==> src/sac_pkg.sv <==
package sac_pkg;
  // ------------------------------------------------------------
  // conversion timing, in conversion-clock periods
  // ------------------------------------------------------------
  localparam int unsigned SAC_WIDTH = 8;
  localparam int unsigned SAC_CONV_CYCLES = 64;
  localparam int unsigned SAC_BIT_CYCLES = SAC_CONV_CYCLES / SAC_WIDTH;
  localparam int unsigned SAC_START_ALIGN_MAX = 8;
  localparam int unsigned SAC_DONE_HOLD = 8;
  localparam int unsigned SAC_LATCH_LEAD = 1;
  // ------------------------------------------------------------
  // conversion-clock divider and result codes
  // ------------------------------------------------------------
  localparam int unsigned SAC_CLK_DIV = 4;
  localparam logic [7:0] SAC_RESULT_RST = 8'h00;
  localparam logic [7:0] SAC_ZERO_CODE = 8'h00;

  typedef enum logic [4:0] {
    SAC_IDLE = 5'h01,
    SAC_HOLD = 5'h02,
    SAC_ALIGN = 5'h04,
    SAC_CONV = 5'h08,
    SAC_LATCH = 5'h10
  } sac_state_t;
endpackage : sac_pkg

==> src/sac_cmp_if.sv <==
`timescale 1ns/10ps
interface sac_cmp_if;
  logic [7:0] trial;
  logic above;
  modport ctrl (output trial, input above);
  modport cmp (input trial, output above);
endinterface : sac_cmp_if

==> src/sac_comparator.sv <==
`timescale 1ns/10ps
module sac_comparator
  import sac_pkg::*;
(
  input wire logic [7:0] vin_pos,
  input wire logic [7:0] vin_neg,
  sac_cmp_if.cmp cmp
);
  // ------------------------------------------------------------
  // digital model of ladder compare on the difference
  // ------------------------------------------------------------
  logic [8:0] diff;
  always_comb begin
    // negative difference clamps to zero, so every nonzero trial fails
    if (vin_neg >= vin_pos) begin
      diff = 9'h000;
    end else begin
      diff = {1'b0, vin_pos} - {1'b0, vin_neg};
    end
  end
  assign cmp.above = (diff >= {1'b0, cmp.trial});
endmodule : sac_comparator

==> src/sac_adc_ctrl.sv <==
`timescale 1ns/10ps
module sac_adc_ctrl
  import sac_pkg::*;
#(
  parameter int unsigned CLK_DIV = SAC_CLK_DIV
)(
  input wire logic clock,
  input wire logic srst,
  input wire logic chip_select_n,
  input wire logic start_n,
  input wire logic read_n,
  input wire logic [7:0] vin_pos,
  input wire logic [7:0] vin_neg,
  output logic [7:0] data_out,
  output logic data_oe,
  output logic conversion_done_n
);
  sac_cmp_if cmp_bus ();
  sac_comparator u_cmp (
    .vin_pos(vin_pos),
    .vin_neg(vin_neg),
    .cmp(cmp_bus)
  );

  // ------------------------------------------------------------
  // conversion-clock enable
  // ------------------------------------------------------------
  logic [7:0] div_cnt;
  logic tick;
  always_ff @(posedge clock) begin
    if (srst || div_cnt == 8'(CLK_DIV - 1)) begin
      div_cnt <= 8'h00;
    end else begin
      div_cnt <= div_cnt + 8'h01;
    end
  end
  assign tick = (div_cnt == 8'(CLK_DIV - 1));

  // ------------------------------------------------------------
  // start latch and sequencer
  // ------------------------------------------------------------
  logic start_req;
  logic start_latch;
  logic read_req;
  sac_state_t state;
  logic [7:0] approximation_register;
  logic [7:0] bit_mask;
  logic [2:0] sub_cnt;
  logic [2:0] align_cnt;
  logic [3:0] done_cnt;
  logic done_flag;
  logic [7:0] result;

  assign start_req = !chip_select_n && !start_n;
  assign read_req = !chip_select_n && !read_n;
  assign cmp_bus.trial = approximation_register | bit_mask;

  // short strobes survive until the phase is right
  always_ff @(posedge clock) begin
    if (srst) begin
      start_latch <= 1'b0;
    end else if (start_req) begin
      start_latch <= 1'b1;
    end else if (tick && state == SAC_ALIGN) begin
      start_latch <= 1'b0;
    end
  end

  always_ff @(posedge clock) begin
    if (srst) begin
      state <= SAC_IDLE;
      approximation_register <= 8'h00;
      bit_mask <= 8'h80;
      sub_cnt <= 3'h0;
      align_cnt <= 3'h0;
    end else if (start_req) begin
      // reset held for as long as the strobe stays low
      state <= SAC_HOLD;
      approximation_register <= 8'h00;
      bit_mask <= 8'h80;
      sub_cnt <= 3'h0;
      align_cnt <= 3'h0;
    end else begin
      case (state)
        SAC_IDLE: begin
          state <= SAC_IDLE;
        end
        SAC_HOLD: begin
          state <= SAC_ALIGN;
        end
        SAC_ALIGN: begin
          // waits for a conversion-clock phase, at most 8 periods
          if (tick) begin
            align_cnt <= align_cnt + 3'h1;
            if (align_cnt == 3'(SAC_START_ALIGN_MAX - 1) || start_latch) begin
              state <= SAC_CONV;
            end
          end
        end
        SAC_CONV: begin
          if (tick) begin
            sub_cnt <= sub_cnt + 3'h1;
            if (sub_cnt == 3'(SAC_BIT_CYCLES - 1)) begin
              if (cmp_bus.above) begin
                approximation_register <= cmp_bus.trial;
              end
              bit_mask <= bit_mask >> 1;
              if (bit_mask == 8'h01) begin
                state <= SAC_LATCH;
              end
            end
          end
        end
        SAC_LATCH: begin
          if (tick) begin
            state <= SAC_IDLE;
          end
        end
        default: begin
          state <= SAC_IDLE;
        end
      endcase
    end
  end

  // ------------------------------------------------------------
  // output latch and done flag
  // ------------------------------------------------------------
  // result moves when the last bit settles, a period before done
  always_ff @(posedge clock) begin
    if (srst) begin
      result <= SAC_RESULT_RST;
    end else if (state == SAC_CONV && tick && bit_mask == 8'h01 &&
                 sub_cnt == 3'(SAC_BIT_CYCLES - 1)) begin
      result <= cmp_bus.above ? cmp_bus.trial
                              : approximation_register;
    end
  end

  // set pulse outlasts a held read for eight periods
  always_ff @(posedge clock) begin
    if (srst) begin
      done_cnt <= 4'h0;
    end else if (start_req) begin
      done_cnt <= 4'h0;
    end else if (state == SAC_LATCH && tick) begin
      done_cnt <= 4'(SAC_DONE_HOLD);
    end else if (tick && done_cnt != 4'h0) begin
      done_cnt <= done_cnt - 4'h1;
    end
  end

  // free-running power-up: flag starts clear, host must strobe
  always_ff @(posedge clock) begin
    if (srst) begin
      done_flag <= 1'b0;
    end else if (state == SAC_LATCH && tick) begin
      done_flag <= 1'b1; // set wins over read
    end else if (start_req || (read_req && done_cnt == 4'h0)) begin
      // a read inside the set window cannot clear the flag
      done_flag <= 1'b0;
    end
  end

  always_ff @(posedge clock) begin
    if (srst) begin
      data_out <= 8'h00;
    end else begin
      data_out <= result;
    end
  end

  assign data_oe = read_req;
  assign conversion_done_n = !(done_flag && (!read_req || done_cnt != 4'h0));
endmodule : sac_adc_ctrl

==> config.mk <==
export PLATFORM = sky130hd
export DESIGN_NAME = sac_adc_ctrl
export DESIGN_NICKNAME = d
export VERILOG_FILES = /design/src/sac_pkg.sv /design/src/sac_cmp_if.sv /design/src/sac_comparator.sv /design/src/sac_adc_ctrl.sv
export SDC_FILE = /design/constraint.sdc
export NUM_CORES = 1
export LEC_CHECK = 0
export BUFFER_PORTS_ARGS = -buffer_cell sky130_fd_sc_hd__buf_4
export CORE_ASPECT_RATIO = 1.1
export CORE_MARGIN = 2
export CORE_UTILIZATION = 35
export DETAILED_ROUTE_END_ITERATION = 6
export GPL_TIMING_DRIVEN = 0
export SLEW_MARGIN = 20
export SYNTH_ARGS = -nofsm -noshare
export SYNTH_HDL_FRONTEND = slang
export SYNTH_HIERARCHICAL = 1
export SYNTH_SLANG_ARGS = --single-unit
==> constraint.sdc <==
create_clock -name clock -period 4.3 [get_ports clock]
set_input_delay 0.86 -clock clock [delete_from_list [all_inputs] [get_ports clock]]
set_output_delay 0.86 -clock clock [all_outputs]
set_load 0.02 [all_outputs]
==> results of run 1 <==
synth_stat cells, types with 2 or more instances:
master    instances  share of area
a211oi_1          7          0.018
a211oi_2          2         0.0084
a21o_1            2         0.0050
a21oi_1          33          0.055
and2_1            2         0.0042
and3_1            4         0.0084
buf_1             3         0.0038
buf_2             2         0.0034
clkbuf_1          5         0.0063
dfxtp_1          57           0.38
ha_1             22          0.092
inv_1            24          0.030
mux2i_1           7          0.023
nand2_1          16          0.020
nand2b_1          3         0.0063
nand3_1          14          0.023
nand3_2           2         0.0067
nand4_1           7          0.015
nor2_1           50          0.063
nor2b_1          14          0.029
nor3_1            4         0.0067
nor3_2            3          0.010
o21a_1            3         0.0075
o21ai_0          10          0.017
o31ai_1           2         0.0050
or2_2            10          0.021
xnor2_1           3         0.0088
xor2_1            7          0.021
through the flow:
stage	worst slack [ns]	util	power, mW
finish	0.498	0.427	1.17
global route	0.102	0.427	1.23
CTS	0.201	0.426	1.18
detailed placement	-0.172	0.402	0.695
global placement	-0.111	0.402	0.693
floorplan	0.627	-	0.652
kinds of logic after synthesis:
family                   after synthesis
multiplexers                           8
buffers and inverters                 35
AND/OR/NAND/NOR                      142
adder cells (fa/ha/maj)               23
flip-flops                            57
XOR/XNOR                              10
AO/OA/AOI/OAI                         69
layer usage:
metal,routed length [um],track usage
met1,2730,0.169
met2,2730,0.228
met4,106,0.0597
met3,227,0.0389
met5,0,0
cell type report:
type,count,area share
sequential,57,0.321
multi-input combinational,252,0.481
tap,111,0.0391
timing repair buffer,30,0.0634
clock inverter,3,0.0113
buffer,11,0.0148
inverter,24,0.0254
clock buffer,12,0.0437
worst reg2reg max path: cells and delay by family, from the launching register on:
kind	cells	cell delay (ns)
simple gates	5	0.95
flops	1	0.33
fa+ha+maj	1	0.27
buf+inv	2	0.35
compound gates	4	0.46
registers in the layout, indices dropped and copies added (netlist names):
signal                  flops
bit_mask                    8
align_cnt                   3
approximation_register      8
div_cnt                     8
state                       5
done_cnt                    4
start_latch                 1
data_out                    8
result                      8
sub_cnt                     3
done_flag                   1
placed cells by master, fill, tap and decap left out, types with 2 or more instances in the layout:
master / instances
a211oi_1: 7
inv_1: 24
xor2_1: 7
ha_1: 22
nand4_1: 7
buf_1: 2
a211oi_2: 2
xnor2_1: 3
nand3_2: 2
nand2_1: 16
nor2b_1: 14
and3_1: 4
clkbuf_8: 11
buf_4: 30
and2_1: 2
buf_2: 2
nor3_2: 2
nand2b_1: 3
nor3_4: 2
a21o_1: 2
o21a_1: 3
nand3_1: 14
clkbuf_1: 6
nor2_1: 50
clkinv_2: 2
a21oi_1: 33
nor3_1: 4
dfxtp_1: 57
mux2i_1: 7
o21ai_0: 10
or2_2: 10
o31ai_1: 2
where the power goes:
group / internal (mW) / switching [mW] / total, mW
combinational: 0.0648 / 0.0806 / 0.145
sequential: 0.533 / 0.00502 / 0.538
clock: 0.294 / 0.193 / 0.487
worst paths after layout:
kind | slack (ns) | to | depth (start not counted) | start
setup / recovery | 0.50 | approximation_register[2] | 19 | vin_pos[0]
hold / removal | 0.46 | align_cnt[2] | 2 | align_cnt[2]
setup reg to reg | 1.87 | approximation_register[2] | 12 | bit_mask[0]
hold reg to reg | 0.46 | align_cnt[2] | 2 | align_cnt[2]
==> impl_metrics.yaml, run 1 <==
floorplanning:
  die_x_um: 92.0
  die_height_um: 101
  die_area_mm2: 0.00928
  design.core.area_mm2: 0.00832
  num_rows: 35
  initial_core_util: 0.359
  io_pins: 31
setup_path:
  slowest_stage: "fa_1"
  required_ns: 4.56
  worst_path_largest_cell_delay_ns: 0.38
  cp_max_fo: 9
  path_buf_inv: 4
  cp.arrival_ns: 4.06
  crit_chain: "buf_4 > inv_1 > ha_1 > fa_1 > nor2b_1 > o31a_1 > o21a_1 > o21a_1 > nor3_2 > ha_1 > nand4_1 > a21oi_1 > o21ai_0 > o211ai_2 > clkbuf_2 > inv_1 > nor3_4 > a21oi_1 > nor2_1"
  end_kind: "flop"
  path_delay_family: "compound AO/OA/AOI/OAI gates"
  crit_type: "in2reg"
  worst_setup_path_start_kind: "primary input"
synthesis:
  synthCells: 344
  synth-edff-count: 0
  syn_avg_cell_area_um2: 8.67
  synth_nets: 388
  synthFlopType: "dfxtp_1"
  synth_top_family_by_area: "simple AND/OR/NAND/NOR gates"
  syn_area_mm2: 0.00298
  synthMuxAreaShare: 0.0273
  synthXorXnorAreaFrac: 0.0294
  synth_compound_area_frac: 0.150
  synth-simple-area-share: 0.265
  ys_seq_elements: 57
  synth-seq-area-share: 0.382
  ys_warn_count: 6
  synth-async-reset-ratio: 0
  synthDistinctLibCells: 54
  synthAdderAreaFrac: 0.0990
route:
  drtIter0Drc: 86
  finalWirelength_um: 5790
  drtAntennaViolNets: 0
  num_vias: 2435
  drc: 0
  wl_per_cell_um: 11.6
  routed_via_density: 4.87
  dr.pass1.iters: 4
cells_and_area:
  syn_to_final_growth_pct: 19.0
  stdcell_count: 500
  seq_area_mm2: 0.00114
  fin_area_mm2: 0.00355
  antennaDiodeCount: 0
  num-nets-final: 429
  multi_input_area_mm2: 0.00171
  layout-drive-gt1-share: 0.201
  fill_cells: 867
sta:
  slew_headroom: 0.640
  worst_pin_slew_ns: 0.540
  holdWs_ns: 0.463
  fin_tns_setup_ns: 0
  final-setup-viol-count: 0
  fin_crit_ns: 3.80
  hold_violations: 0
  finClkSkew_ns: 0.00846
  period_share: 0.884
  rsz0062_at_grt: "no"
  report.final.slew_viol_count: 0
  fmax_mhz: 263
placed_design:
  place_area_mm2: 0.00335
  gp_congestion: 0.830
  place_inst: 485
  hpwl_um: 4380
  io_buffers: 30
clock_network:
  cts_tree: "built"
  cts_setup_buffers: 0
  cts_max_level: 3
  cts_hold_repair.buffers: 0
  cts_buffers: 9
  clk_path_buf_depth: 2
  cts-root-buf: "clkbuf_8"
  cts_sinks: 57
  path_clk_slew_ns: 0.06
  clock_latency_ns: 0.33
  postCtsResizedCells: 0
grt:
  overflow: 0
  grt_pass1_vias: 2330
  grt_usage: 0.138
  antenna_found_initial: 0
  grt_first_pass_wirelength_um: 10300
  grt_max_degree: 11
hold_path:
  min_path_type: "reg2reg"
pwr:
  ir_drop_uv: 225
  power_density_mw_per_mm2: 330
  power.leakage_nw: 1.51
status:
  status: "finished clean"
job:
  cap_violations: 0
(Power assumes the default switching activity.)
==> run 2: changes to the inputs <==
==> constraint.sdc (replaced) <==
create_clock -name clock -period 4.9 [get_ports clock]
set_input_delay 0.98 -clock clock [delete_from_list [all_inputs] [get_ports clock]]
set_output_delay 0.98 -clock clock [all_outputs]
set_load 0.02 [all_outputs]
==> run 2 against run 1 <==
Count of clock-buffer cells in the layout did not move; first-iteration DRC count shrank 19%; wire length decreased by 0.31%; sequential share of layout area is 0.068 points higher; largest cell class unchanged; final cell count unchanged; cell area down 0.21%; die area unchanged; power is 12% lower; register-to-register slack better by 0.34 ns; critical path type unchanged; combinational power is 13% lower; highest routed layer unchanged.
==> impl_metrics.yaml, run 2 (synthesized netlist as in run 1, its figures left out) <==
sta:
  period_share: 0.850
  fin_tns_setup_ns: 0
  rsz0062_at_grt: "no"
  fmax_mhz: 240
  slew_headroom: 0.624
  finClkSkew_ns: 0.00869
  holdWs_ns: 0.463
  hold_violations: 0
  report.final.slew_viol_count: 0
  final-setup-viol-count: 0
  fin_crit_ns: 4.16
  worst_pin_slew_ns: 0.560
route:
  dr.pass1.iters: 4
  wl_per_cell_um: 11.5
  drc: 0
  routed_via_density: 4.86
  drtIter0Drc: 70
  num_vias: 2429
  finalWirelength_um: 5770
  drtAntennaViolNets: 0
hold_path:
  min_path_type: "reg2reg"
  holdPathStages: 2
  min_to: "sub_cnt[2]"
  hp-start: "sub_cnt[2]"
setup_path:
  worst_path_largest_cell_delay_ns: 0.51
  crit_type: "in2reg"
  r2r_end: "approximation_register[4]"
  slowest_stage: "nor3_2"
  r2r_setup_slack_ns: 2.21
  r2r_cells: 12
  end_kind: "flop"
  cp_max_fo: 9
  required_ns: 5.17
  path_depth: 19
  path_delay_family: "compound AO/OA/AOI/OAI gates"
  r2r_start: "bit_mask[0]"
  cp.arrival_ns: 4.43
  crit_start: "vin_pos[0]"
  path_buf_inv: 4
  crit_chain: "buf_4 > inv_1 > ha_1 > fa_1 > nor2b_1 > o31a_1 > o21a_1 > o21a_1 > nor3_2 > ha_1 > nand4_1 > a21oi_1 > o21ai_0 > o211ai_2 > buf_1 > inv_1 > nor3_2 > a21oi_1 > nor2_1"
  worst_setup_path_start_kind: "primary input"
placed_design:
  io_buffers: 30
  gp_congestion: 0.830
  place_inst: 485
  place_area_mm2: 0.00335
  hpwl_um: 4380
cells_and_area:
  layout_commonest_cell: "dfxtp_1"
  seq_area_mm2: 0.00114
  syn_to_final_growth_pct: 18.7
  fill_cells: 869
  stdcell_count: 500
  num-nets-final: 429
  layout-drive-gt1-share: 0.198
  multi_input_area_mm2: 0.00170
  antennaDiodeCount: 0
  layout_common_cells: "dfxtp_1 (57), nor2_1 (50), a21oi_1 (33)"
  fin_area_mm2: 0.00354
clock_network:
  cts_setup_buffers: 0
  cts_buffers: 9
  cts_hold_repair.buffers: 0
  cts_sinks: 57
  clk_path_buf_depth: 2
  cts_tree: "built"
  cts_max_level: 3
  clock_latency_ns: 0.33
  cts-root-buf: "clkbuf_8"
  postCtsResizedCells: 0
  path_clk_slew_ns: 0.06
pwr:
  ir_drop_uv: 198
  power.leakage_nw: 1.50
  power_density_mw_per_mm2: 290
  swShare: 0.239
  clkPwrFrac: 0.418
  switchingPower_mw: 0.245
  finalPower_mw: 1.03
  p_seq_frac: 0.460
  internal_power_mw: 0.782
  p_comb_frac: 0.123
floorplanning:
  initial_core_util: 0.359
  num_rows: 35
  die_height_um: 101
  die_area_mm2: 0.00928
  io_pins: 31
  design.core.area_mm2: 0.00832
  die_x_um: 92.0
grt:
  antenna_found_initial: 0
  grt_first_pass_wirelength_um: 10300
  overflow: 0
  grt_pass1_vias: 2330
  grt_usage: 0.138
  grt_max_degree: 11
status:
  status: "finished clean"
job:
  cap_violations: 0
-- run 2: cell count changes in the layout (fill, tap and decap cells not counted), sizes merged --
cell,before,now
buf,35,36
clkbuf,18,17
-- run 2: power groups by stage --
stage / registers (mW) / clock network [mW] / logic (mW)
4_1_cts: 0.472 / 0.439 / 0.128
5_1_grt: 0.472 / 0.462 / 0.146
2_1_floorplan: 0.481 / 0 / 0.0908
6_report: 0.472 / 0.429 / 0.126
3_3_place_gp: 0.482 / 0 / 0.126
3_5_place_dp: 0.482 / 0 / 0.128
-- run 2: cell type report --
class | count | share of cell area
inverter | 24 | 0.0254
clock buffer | 12 | 0.0438
timing repair buffer | 30 | 0.0636
buffer | 11 | 0.0145
multi-input combinational | 252 | 0.480
tap | 111 | 0.0392
sequential | 57 | 0.322
clock inverter | 3 | 0.0113
-- run 2: worst max-delay path by stage --
stage,endpoint,slack (ns)
floorplan,approximation_register[0],1.11
finish,approximation_register[4],0.74
global placement,approximation_register[1],0.37
global route,approximation_register[7],0.25
detailed placement,approximation_register[4],0.31
CTS,approximation_register[4],0.68
-- run 2: layer usage --
metal  wire length (um)  track usage  vias to the layer above
li1                   -            -                     1273
met4                106       0.0597                        0
met2               2700        0.228                       37
met1               2770        0.169                     1112
met5                  0            0                        -
met3                195       0.0389                        7
-- run 2: worst register-to-register path: stages, from the launching register on --
cell and delay (ns):
dfxtp_1 0.34, or2_2 0.31, ha_1 0.27, nand2b_1 0.09, nand3_1 0.07, a21oi_1 0.14
o21ai_0 0.12, o211ai_2 0.08, buf_1 0.35, inv_1 0.10, nor3_2 0.51, a21oi_1 0.15
nor2_1 0.10
-- run 2: metrics by stage --
step / setup slack, ns / utilization
floorplan: 1.11 / -
global route: 0.245 / 0.426
finish: 0.736 / 0.426
global placement: 0.369 / 0.402
CTS: 0.681 / 0.426
detailed placement: 0.308 / 0.402
